File: config.mk
export PLATFORM = sky130hd
export DESIGN_NAME = mip_port
export DESIGN_NICKNAME = d
export VERILOG_FILES = /design/src/rtl/mip_port.v /design/src/rtl/mip_edge.v
export VERILOG_INCLUDE_DIRS = /design/src /design/src/rtl
export SDC_FILE = /design/constraint.sdc
export NUM_CORES = 1
export LEC_CHECK = 0
export ABC_AREA = 1
export ABC_CLOCK_PERIOD_IN_PS = 4500
export BUFFER_PORTS_ARGS = -buffer_cell sky130_fd_sc_hd__buf_2
export CORE_ASPECT_RATIO = 0.6
export CORE_MARGIN = 8
export CORE_UTILIZATION = 40
export CTS_BUF_LIST = sky130_fd_sc_hd__clkbuf_16
export DETAILED_ROUTE_END_ITERATION = 16
export GPL_TIMING_DRIVEN = 0
export HOLD_SLACK_MARGIN = 0.05
export PLACE_DENSITY = 0.79
export REMOVE_ABC_BUFFERS = 1
export SETUP_SLACK_MARGIN = 0.3
export SLEW_MARGIN = 20
export SYNTH_ARGS = -nofsm -noshare
export SYNTH_HDL_FRONTEND = slang
export SYNTH_SLANG_ARGS = --single-unit
export TNS_END_PERCENT = 50
File: constraint.sdc
create_clock -name clk -period 4.5 [get_ports clk]
set_input_delay 0.9 -clock clk [delete_from_list [all_inputs] [get_ports clk]]
set_output_delay 0.9 -clock clk [all_outputs]
set_load 0.05 [all_outputs]
File: src/rtl/mip_defines.vh
`ifndef MIP_DEFINES_VH
`define MIP_DEFINES_VH
`define MIP_BUS_W 16
`define MIP_P1_MIO_BIT 0
`define MIP_P1_IOD_BIT 1
`define MIP_P2_WR_BIT 0
`define MIP_P2_HBE_BIT 1
`define MIP_P2_TCLS_BIT 2
`define MIP_MEM_A_HI 15
`define MIP_MEM_A_LO 2
`define MIP_P2_MEMA_HI 15
`define MIP_P2_MEMA_LO 6
`define MIP_IO_HI_HI 15
`define MIP_IO_HI_LO 8
`define MIP_IO_MID_HI 7
`define MIP_IO_MID_LO 2
`define MIP_P2_IOA_HI 7
`define MIP_P2_IOA_LO 6
`define MIP_ADDR_W 24
`define MIP_RST_ADDR 24'h000000
`endif

File: src/rtl/mip_port.v
// Strobed register access and the placing of the registers were decided locally.
`timescale 1ns/100ps
`default_nettype none
`include "mip_defines.vh"
// Notes on behaviour
// Capture phase one on clock rise
// Capture phase two on ALE rise
// Host samples command line at ALE fall
// Host times command with command strobe
// Claim own cycle low while ALE high
// Signal pending request while ALE low
// Host acknowledges request with command strobe
// In stop clock, request restart asynchronously
// Tristate ready output extends cycles
// Strobe and select line are shared
// Bus reset clears interface state
// Bus carries address, command, data, requests
// Host repeats unchanged bits
// Decode ignores unchanged bit positions
// Memory cycles have cycle-type bit one
// Bit 0: cycle type, then write
// Bit 1: I/O-or-DMA, then high byte
// Bit 2 phase two: timing class
// Host drives rest of address second
// I/O cycles: type 0, I/O bit 1
// Host drops ALE on seeing claim
// Float outputs when idle
module mip_port
(
    input wire clk,
    input wire arst_n,
    input wire ale,
    input wire cmd_strobe_n,
    input wire [`MIP_BUS_W-1:0] mux_addr_data_bus_i,
    output reg [`MIP_BUS_W-1:0] mux_addr_data_bus_o,
    output reg mux_addr_data_bus_oe,
    output wire select_backoff_n_o,
    output wire select_backoff_n_oe,
    output wire iochrdy_o,
    output wire iochrdy_oe,
    input wire [`MIP_ADDR_W-1:0] mem_base,
    input wire [`MIP_ADDR_W-1:0] mem_mask,
    input wire [`MIP_ADDR_W-1:0] io_base,
    input wire [`MIP_ADDR_W-1:0] io_mask,
    input wire mem_enable,
    input wire io_enable,
    input wire req_pending,
    input wire stop_clock,
    input wire wait_request,
    input wire [`MIP_BUS_W-1:0] rd_data,
    output reg req_ack,
    output reg cyc_start,
    output reg cyc_write,
    output reg cyc_mem,
    output reg cyc_hbe_n,
    output reg cyc_fast,
    output reg [`MIP_ADDR_W-1:0] cyc_addr,
    output reg wr_valid,
    output reg [`MIP_BUS_W-1:0] wr_data
);
    localparam [3:0] ST_IDLE = 4'h1;
    localparam [3:0] ST_CLAIM = 4'h2;
    localparam [3:0] ST_DATA = 4'h4;
    localparam [3:0] ST_REQ = 4'h8;

    reg [3:0] state_q;
    reg [3:0] state_d;
    reg p1_mem_q;
    reg p1_io_q;
    reg [`MIP_BUS_W-1:0] p1_q;
    reg [`MIP_ADDR_W-1:0] addr_d;
    reg hit_d;
    reg cmd_seen_q;
    wire ale_rise;
    wire ale_fall;
    wire ale_q;
    wire cmd_fall;
    wire cmd_rise;
    wire cmd_q;

    mip_edge u_ale_edge
    (
        .clk(clk),
        .arst_n(arst_n),
        .din(ale),
        .rise(ale_rise),
        .fall(ale_fall),
        .level_q(ale_q)
    );

    mip_edge u_cmd_edge
    (
        .clk(clk),
        .arst_n(arst_n),
        .din(~cmd_strobe_n),
        .rise(cmd_fall),
        .fall(cmd_rise),
        .level_q(cmd_q)
    );

    // Phase one latched on each clock rise while ALE is low and the port is idle
    always @(posedge clk or negedge arst_n)
    begin
        if (!arst_n)
        begin
            p1_q <= {`MIP_BUS_W{1'b0}};
            p1_mem_q <= 1'b0;
            p1_io_q <= 1'b0;
        end
        else if (!ale && state_q == ST_IDLE)
        begin
            p1_q <= mux_addr_data_bus_i;
            p1_mem_q <= mux_addr_data_bus_i[`MIP_P1_MIO_BIT];
            p1_io_q <= ~mux_addr_data_bus_i[`MIP_P1_MIO_BIT] &
                mux_addr_data_bus_i[`MIP_P1_IOD_BIT];
        end
    end

    // Address assembled from both phases; "same" positions never used
    always @*
    begin
        addr_d = `MIP_RST_ADDR;
        hit_d = 1'b0;
        if (p1_mem_q)
        begin
            addr_d = {p1_q[`MIP_MEM_A_HI:`MIP_MEM_A_LO],
                mux_addr_data_bus_i[`MIP_P2_MEMA_HI:`MIP_P2_MEMA_LO]};
            hit_d = mem_enable & (((addr_d ^ mem_base) & mem_mask) == `MIP_RST_ADDR);
        end
        else if (p1_io_q)
        begin
            addr_d = {8'h00, p1_q[`MIP_IO_MID_HI:`MIP_IO_MID_LO],
                p1_q[`MIP_IO_HI_HI:`MIP_IO_HI_LO],
                mux_addr_data_bus_i[`MIP_P2_IOA_HI:`MIP_P2_IOA_LO]};
            hit_d = io_enable & (((addr_d ^ io_base) & io_mask) == `MIP_RST_ADDR);
        end
    end

    always @*
    begin
        state_d = state_q;
        case (state_q)
            ST_IDLE:
                if (ale_rise && hit_d)
                    state_d = ST_CLAIM;
                else if (!ale && req_pending)
                    state_d = ST_REQ;
            ST_CLAIM:
                if (ale_fall || !ale)
                    state_d = ST_DATA;
            ST_DATA:
                if (cmd_seen_q && cmd_rise)
                    state_d = ST_IDLE;
            ST_REQ:
                if (ale || cmd_fall || !req_pending)
                    state_d = ST_IDLE;
            default:
                state_d = ST_IDLE;
        endcase
    end

    always @(posedge clk or negedge arst_n)
    begin
        if (!arst_n)
        begin
            state_q <= ST_IDLE;
            cmd_seen_q <= 1'b0;
            cyc_start <= 1'b0;
            cyc_write <= 1'b0;
            cyc_mem <= 1'b0;
            cyc_hbe_n <= 1'b1;
            cyc_fast <= 1'b0;
            cyc_addr <= `MIP_RST_ADDR;
            wr_valid <= 1'b0;
            wr_data <= {`MIP_BUS_W{1'b0}};
            req_ack <= 1'b0;
            mux_addr_data_bus_o <= {`MIP_BUS_W{1'b0}};
            mux_addr_data_bus_oe <= 1'b0;
        end
        else
        begin
            state_q <= state_d;
            cyc_start <= 1'b0;
            wr_valid <= 1'b0;
            req_ack <= 1'b0;
            if (state_q == ST_IDLE && ale_rise && hit_d)
            begin
                cyc_start <= 1'b1;
                cyc_write <= mux_addr_data_bus_i[`MIP_P2_WR_BIT];
                cyc_hbe_n <= mux_addr_data_bus_i[`MIP_P2_HBE_BIT];
                cyc_fast <= mux_addr_data_bus_i[`MIP_P2_TCLS_BIT];
                cyc_mem <= p1_mem_q;
                cyc_addr <= addr_d;
            end
            if (state_q == ST_IDLE)
                cmd_seen_q <= 1'b0;
            else if (state_q == ST_DATA && cmd_fall)
                cmd_seen_q <= 1'b1;
            // Write data taken as the strobe ends, when it is surely stable
            if (state_q == ST_DATA && cmd_rise && cyc_write)
            begin
                wr_valid <= 1'b1;
                wr_data <= mux_addr_data_bus_i;
            end
            // Live strobe, so the data stand on the bus by the host's next sampling edge
            if (state_q == ST_DATA && !cyc_write && !cmd_strobe_n)
            begin
                mux_addr_data_bus_o <= rd_data;
                mux_addr_data_bus_oe <= 1'b1;
            end
            else
                mux_addr_data_bus_oe <= 1'b0;
            if (state_q == ST_REQ && cmd_fall)
                req_ack <= 1'b1;
        end
    end

    // Claim held while registered ALE high; request shown while ALE low; restart shown whenever stop_clock and req_pending
    wire claim_drv = (state_q == ST_CLAIM) & ale_q;
    wire req_drv = (state_q == ST_REQ) & ~ale & req_pending;
    wire wake_drv = stop_clock & req_pending;
    assign select_backoff_n_o = 1'b0;
    assign select_backoff_n_oe = claim_drv | req_drv | wake_drv;

    // Ready pulled low only while extending our own data phase
    assign iochrdy_o = 1'b0;
    assign iochrdy_oe = (state_q == ST_DATA) & cmd_q & wait_request;
endmodule // mip_port
`default_nettype wire

File: src/rtl/mip_edge.v
`timescale 1ns/100ps
`default_nettype none
// Registers a level and flags its rising and falling edges
module mip_edge
(
    input wire clk,
    input wire arst_n,
    input wire din,
    output wire rise,
    output wire fall,
    output wire level_q
);
    reg prev_q;
    always @(posedge clk or negedge arst_n)
    begin
        if (!arst_n)
            prev_q <= 1'b0;
        else
            prev_q <= din;
    end
    assign rise = din & ~prev_q;
    assign fall = ~din & prev_q;
    assign level_q = prev_q;
endmodule // mip_edge
`default_nettype wire

After elaboration in Yosys (flattened, before gate mapping)
Index checks and enable logic that the tools add are counted.
W data, S select, Z words.
Word-level totals
  word-level logic and storage cells: 89
  output and inout bits: 68
  register bits: 89
  input port bits: 137
Operators by class
  bitwise logic cells: 24
  reduce and logical (&&, ||, !) cells: 23
  equal/unequal tests: 8
  multiplexer cells: 16
Operator list (count)
  $and A24 B24 Y24: 2
  $logic_not A24 Y1: 2
  $mux W24: 1
  $xor A16 B24 Y24: 1
  $xor A24 B24 Y24: 1
  $mux W4: 5
  $mux W16: 1
  $pmux W4 S4: 1
  $and A1 B1 Y1: 13
  $logic_and A1 B1 Y1: 12
  $mux W1: 8
  $ne A2 B2 Y1 const B: 3
  $not A1 Y1: 5
  $eq A4 B1 Y1 const B: 1
  $eq A4 B2 Y1 const B: 1
  $eq A4 B3 Y1 const B: 1
  $eq A4 B4 Y1 const B: 1
  $logic_not A1 Y1: 4
  $reduce_and A4 Y1: 1
  $logic_or A1 B1 Y1: 3
  $ne A3 B3 Y1 const B: 1
  $or A1 B1 Y1: 2
  $reduce_bool A2 Y1: 1

Depth between registers and ports, before layout
Gate-level depths: netlist of run 1.
  depth in word-level cells: 9
  gate-level depth with buffers: 13

Modules after synthesis
A second synthesis of run 1 with hierarchy kept.
Second synthesis, totals
  cells, all modules: 665
  area, all modules: 4877.2 µm²
Modules (own cells, without submodules)
  mip_port: times used 1, cells each 655, area each 4797.1 µm²
  mip_edge: times used 2, cells each 5, area each 40.0 µm²

Worst setup path before layout of run 1
Ideal clock, no wire load.
  path type: in2out
  start point: input port ale
  end point: output port select_backoff_n_oe
  setup slack: 1.954 ns
  required time: 3.600 ns
  cell stages on the path: 4
  data arrival time: 1.646 ns
  cell sequence: inv_1 > nand2_1 > nor2_1 > a221o_1
On the way
  longest elaborated chain between the ends: 5
RTL lines
  start: declaration: line mip_port.v:32  | input wire ale,
  $not A1 Y1: line mip_port.v:220  | wire req_drv = (state_q == ST_REQ) & ~ale & req_pending;
  $and A1 B1 Y1 (2 in a row): line mip_port.v:220
  $or A1 B1 Y1 (2 in a row): line mip_port.v:223  | assign select_backoff_n_oe = claim_drv | req_drv | wake_drv;
  end: declaration: line mip_port.v:38  | output wire select_backoff_n_oe,
Every way passes these cells.

Final worst setup path of run 1
Ends and elaborated chain as after synthesis.

==> results of run 1 <==
[through the flow]
step                cells  util [%]  worst slack (ps)  power [W]  cell area, sq um
global placement      995      50.8              1720    0.00196              5760
global route         1013      54.0              1610    0.00299              6120
finish               1014      54.0              1780    0.00279              6120
floorplan             633         -              1950    0.00164              4550
CTS                  1012      54.0              1770    0.00282              6120
detailed placement    996      51.0              1760    0.00198              5790
[synthesized netlist by cell type (2+ instances only)]
master / number / area [sq um]
nand2_1: 274 / 1030
dfrtp_1: 85 / 2130
inv_1: 76 / 285
nand3_1: 46 / 230
o21ai_0: 41 / 205
nor2_1: 39 / 146
o21ai_1: 20 / 100
nand4_1: 16 / 100
clkbuf_1: 6 / 22.5
buf_2: 5 / 25.0
buf_6: 5 / 56.3
inv_2: 5 / 18.8
nor3_4: 4 / 65.1
or2_1: 4 / 25.0
a21oi_1: 2 / 10.0
buf_4: 2 / 15.0
dfstp_2: 2 / 52.6
nor2_2: 2 / 12.5
nor3b_1: 2 / 15.0
[flip-flops by register name, indices dropped and copies added (netlist names), 4 cells and up]
name	count
mux_addr_data_bus_o	16
cyc_addr	24
state_q	4
wr_data	16
p1_q	15
[power by group]
group | switching (W) | internal [W]
Clock | 0.000329 | 0.000493
Combinational | 0.000664 | 0.000272
Sequential | 0.000129 | 0.000905
[critical path: stages]
cell and delay [ps]:
buf_2 140, inv_1 140, nand2_1 110, nor2_1 160
a221o_1 120, buf_2 250
[final cells by class]
type                       count  area, sq um  area share [%]
antenna                        2         5.00          0.0818
clock buffer                   9          225            3.68
clock inverter                 7          104            1.70
inverter                      82          310            5.07
multi-input combinational    464         2060            33.6
sequential                    87         2180            35.6
tap                          160          200            3.27
timing repair buffer         203         1040            17.0
[per-layer routing]
layer  GRT usage, %  routed length (um)
met4           4.53                 204
met1           28.3                7550
met3           8.48                1800
met5              0                  30
met2           29.9                6400
[worst max-delay path by stage]
stage | start | to | slack (ps) | depth (start not counted)
global route | p1_q[0] | cyc_addr[0] | 1610 | 10
floorplan | ale | select_backoff_n_oe | 1950 | 4
finish | ale | select_backoff_n_oe | 1780 | 6
global placement | arst_n | wr_data[11] | 1720 | 1
CTS | ale | select_backoff_n_oe | 1770 | 6
detailed placement | mux_addr_data_bus_i[11] | cyc_write | 1760 | 13
[logic make-up after synthesis]
logic type,Yosys count,share of synthesized area [%]
XOR/XNOR,1,0.188
flip-flops,87,46.8
buffers and inverters,100,9.21
AO/OA/AOI/OAI,67,7.49
other,1,0.0805
AND/OR/NAND/NOR,394,36.3
[cells in the final DEF (no fill, tap or decap), types with 2 or more instances in the layout]
cell type   count
dfstp_2         2
nand3_1        46
nor3b_1         2
nand2_1       274
dfrtp_1        85
conb_1          2
buf_2         201
diode_2         2
bufinv_16       2
a21oi_1         2
o21ai_0        41
inv_1          76
or2_1           4
clkbuf_16       9
inv_2           5
nor2_1         39
nand4_1        16
clkinvlp_4      2
nor2_2          2
nor3_4          4
o21ai_1        20
==> results.py, run 1 <==
metrics = {
    "outcome": {
        "status": "complete, no violations",
    },
    "die": {
        "start_util_pct": 41.1,
        "die_area_sq_um": 15500,
        "fp-row-count": 30,
        "die_h_um": 99.6,
        "pin_count": 205,
        "die_x_um": 155,
        "core-area_sq_um": 11300,
    },
    "flow_run": {
        "maxCapViolCount": 0,
    },
    "critical_path": {
        "required_ps": 3600,
        "ff2ff_path_depth": 9,
        "path_class": "in2out",
        "end_kind": "output pin",
        "reg2reg_from": "p1_q[0]",
        "critical_path_arrival_ps": 1820,
        "path_max_fanout": 4,
        "ff2ff_setup_slack_ps": 1830,
        "cp-start-kind": "primary input",
        "timing.rr.end": "cyc_addr[8]",
    },
    "logic_synthesis": {
        "async_flop_share_pct": 100,
        "synth.avg_cell_area_sq_um": 7.17,
        "synth-seq-cells": 87,
        "ys.flop_type": "dfrtp_1",
        "synth_edf_count": 0,
        "syn_inst": 650,
        "synth_cell_types": 33,
        "ys_warn_count": 0,
        "ys_seq_area_share_pct": 46.8,
        "synth.cell_area_sq_um": 4660,
    },
    "route": {
        "dr.pass1.iters": 5,
        "ant_nets": 0,
        "drc": 0,
        "drt-initial-drc-count": 254,
        "routed_via_density": 4.78,
        "route.final.wire_length_um": 16000,
        "wl_per_cell_um": 15.8,
        "vias": 4849,
    },
    "placement": {
        "numPortBuffers": 202,
        "gp_congestion": 0.862,
        "hpwl_um": 12900,
    },
    "finish": {
        "syn2layout_area_growth_pct": 31.3,
        "nets": 984,
        "drive_gt1_share_pct": 27.9,
        "fill_cells": 1112,
    },
    "worst_hold_path": {
        "hold_end": "mux_addr_data_bus_o[6]",
        "whs_path_depth": 2,
        "hp-start": "mux_addr_data_bus_o[6]",
        "hold_path.class": "reg2reg",
    },
    "cts": {
        "clkSinkCount": 87,
        "htree_levels": 3,
        "insertion_delay_ps": 340,
        "ctsLongestPathBuffers": 2,
        "cts_hold_buf": 0,
        "cts_resized": 0,
        "cts_made_buffers": 9,
        "clkTransAtPathRegs_ps": 70,
        "cts_tree": "built",
        "cts_root_buf": "clkbuf_16",
        "cts_setup_buffers": 0,
    },
    "timing": {
        "rsz0062_at_grt": "no",
        "slew_headroom_pct": 46.1,
        "worst_slew_pin_slew_ps": 806,
        "fin_crit_sh_pct": 60.5,
        "slew_violations": 0,
        "finalSetupViolations": 0,
        "setup-tns-final_ps": 0,
        "hold_violations": 0,
        "skew_ps": 4.47,
        "hold_ws_ps": 467,
        "timing.fmax_mhz": 367,
        "finalCriticalPeriod_ps": 2720,
    },
    "pwr": {
        "vdd_drop_max_mv": 0.193,
        "leakagePower_nw": 3.62,
        "pwr_density_cell_nw_per_um2": 456,
    },
    "global_routing": {
        "grtUsageTotal_pct": 20.7,
        "grt_pass1_vias": 4672,
        "grt_pass1_wl_um": 24900,
        "overflow": 0,
        "antenna_found_initial": 3,
        "grt_start_max_net_pins": 52,
    },
}
No activity file was read; power rests on OpenSTA's default activity.
==> run 2: changes to the inputs <==
--- a/config.mk
+++ b/config.mk
@@ -7,7 +7,7 @@
 export NUM_CORES = 1
 export LEC_CHECK = 0
 export ABC_AREA = 1
-export ABC_CLOCK_PERIOD_IN_PS = 4500
+export ABC_CLOCK_PERIOD_IN_PS = 2500
 export BUFFER_PORTS_ARGS = -buffer_cell sky130_fd_sc_hd__buf_2
 export CORE_ASPECT_RATIO = 0.6
 export CORE_MARGIN = 8
@@ -16,7 +16,7 @@
 export DETAILED_ROUTE_END_ITERATION = 16
 export GPL_TIMING_DRIVEN = 0
 export HOLD_SLACK_MARGIN = 0.05
-export PLACE_DENSITY = 0.79
+export PLACE_DENSITY = 0.82
 export REMOVE_ABC_BUFFERS = 1
 export SETUP_SLACK_MARGIN = 0.3
 export SLEW_MARGIN = 20
==> constraint.sdc (replaced) <==
create_clock -name clk -period 2.5 [get_ports clk]
set_input_delay 0.5 -clock clk [delete_from_list [all_inputs] [get_ports clk]]
set_output_delay 0.5 -clock clk [all_outputs]
set_load 0.05 [all_outputs]
==> results.py, run 2 (synthesis results as in run 1) <==
metrics = {
    "outcome": {
        "status": "complete, no violations",
    },
    "finish": {
        "regMostFlops": "cyc_addr",
        "reg.largest.list": "cyc_addr (24), mux_addr_data_bus_o (16), wr_data (16)",
        "layout.cells.most_common_list": "274 x nand2_1, 201 x buf_2, 85 x dfrtp_1",
        "fin_area_sq_um": 6170,
        "layout_commonest_cell": "nand2_1",
        "syn2layout_area_growth_pct": 32.3,
        "nets": 994,
        "largest_register_ffs": 24,
        "drive_gt1_share_pct": 28.9,
        "utilization_pct": 54.4,
    },
    "timing": {
        "setup-tns-final_ps": 0,
        "timing.fmax_mhz": 446,
        "rsz0062_at_grt": "yes",
        "finalCriticalPeriod_ps": 2240,
        "setup_slack_ps": 257,
        "worst_slew_pin_slew_ps": 778,
        "finalSetupViolations": 0,
        "slew_headroom_pct": 48.1,
        "skew_ps": 7.99,
        "slew_violations": 0,
        "hold_violations": 0,
        "fin_crit_sh_pct": 89.7,
    },
    "global_routing": {
        "grt_pass1_wl_um": 25500,
        "antenna_found_initial": 1,
        "grt_start_max_net_pins": 58,
        "overflow": 0,
        "grtUsageTotal_pct": 21.5,
        "grt_pass1_vias": 4793,
    },
    "pwr": {
        "vdd_drop_max_mv": 0.599,
        "power_report.internal_total_w": 0.00285,
        "switchingPower_w": 0.00213,
        "clkPwrFrac_pct": 25.7,
        "seqPwrFrac_pct": 37.7,
        "leakagePower_nw": 3.62,
        "sw_frac_of_total_pct": 42.8,
        "combPwrFrac_pct": 36.6,
        "pwr_density_cell_nw_per_um2": 809,
    },
    "die": {
        "fp-row-count": 30,
        "pin_count": 205,
        "die_h_um": 99.6,
        "die_x_um": 155,
        "start_util_pct": 41.1,
        "core-area_sq_um": 11300,
        "die_area_sq_um": 15500,
    },
    "worst_hold_path": {
        "hold_path.class": "in2async",
    },
    "critical_path": {
        "worstPathCellList": "inv_1 > nor3_4 > inv_2 > nor2_2 > o21ai_0",
        "path_buf_inv": 2,
        "reg2reg_from": "state_q[0]",
        "cp_slowest_cell": "nor2_2",
        "startpoint": "state_q[0]",
        "cp-start-kind": "register",
        "critPathMaxStageDelay_ps": 640,
        "path_class": "reg2reg",
        "critical_path_arrival_ps": 2430,
        "path_max_fanout": 15,
        "end_kind": "register",
        "cp_top_family": "simple AND/OR/NAND/NOR gates",
        "required_ps": 2690,
    },
    "cts": {
        "cts_hold_buf": 0,
        "htree_levels": 3,
        "cts_tree": "built",
        "ctsLongestPathBuffers": 2,
        "cts_made_buffers": 9,
        "clkSinkCount": 87,
        "insertion_delay_ps": 340,
        "cts_root_buf": "clkbuf_16",
        "clkTransAtPathRegs_ps": 70,
    },
    "placement": {
        "hpwl_um": 12900,
        "gp_congestion": 0.844,
        "post-place-ws_ps": -87.3,
        "numPortBuffers": 202,
        "place_area_sq_um": 5790,
    },
    "route": {
        "routed_via_density": 4.80,
        "drc": 0,
        "drt-initial-drc-count": 293,
        "route.final.wire_length_um": 16900,
        "wl_per_cell_um": 16.5,
        "dr.pass1.iters": 5,
        "vias": 4907,
        "ant_nets": 0,
    },
    "flow_run": {
        "maxCapViolCount": 0,
    },
}
run 2: final timing paths:
| path | slack [ps] | cells past startpoint | end |
|---|---|---|---|
| min reg2reg | 470 | 2 | mux_addr_data_bus_o[14] |
| max in group asynchronous | 1730 | 2 | cyc_hbe_n |
| min in group clk | 360 | 3 | mux_addr_data_bus_o[3] |
| min | 100 | 1 | state_q[1] |
| max | 260 | 5 | p1_q[9] |
| max reg2reg | 260 | 5 | p1_q[9] |
run 2: power groups by stage:
stage	Sequential [W]	Clock [W]	Combinational [W]
2_1_floorplan	0.00208	0	0.000879
5_1_grt	0.00192	0.00138	0.00203
3_5_place_dp	0.00190	0	0.00169
3_3_place_gp	0.00189	0	0.00165
6_report	0.00188	0.00128	0.00182
4_1_cts	0.00188	0.00132	0.00173
run 2: layout make-up:
type / count / area, sq um
Tap cell: 160 / 200
Antenna cell: 1 / 2.50
Clock inverter: 7 / 55.1
Multi-Input combinational cell: 467 / 2100
Inverter: 82 / 314
Timing Repair inverter: 1 / 5.00
Clock buffer: 9 / 225
Sequential cell: 87 / 2180
Fill cell: 1156 / 5170
Timing Repair Buffer: 209 / 1090
run 2: metal layers:
layer / track usage [%] / part of all wire, %
met1: 30.3 / 48
met2: 31.9 / 42
met3: 5.76 / 8.3
met4: 5.34 / 0.94
met5: 0 / 0
run 2: stage by stage:
step,std cells,hold WS (ps),total power [W]
2_1_floorplan,633,204,0.00296
3_3_place_gp,995,449,0.00354
3_5_place_dp,996,455,0.00359
4_1_cts,1014,114,0.00493
5_1_grt,1023,131,0.00533
6_report,1023,104,0.00499
run 2: repair_timing:
item,in CTS,in global routing
endpoints found under the setup margin,36,58
gates resized for setup,2,1
pin swaps,0,0
cloned,2,2
buffers inserted,0,6
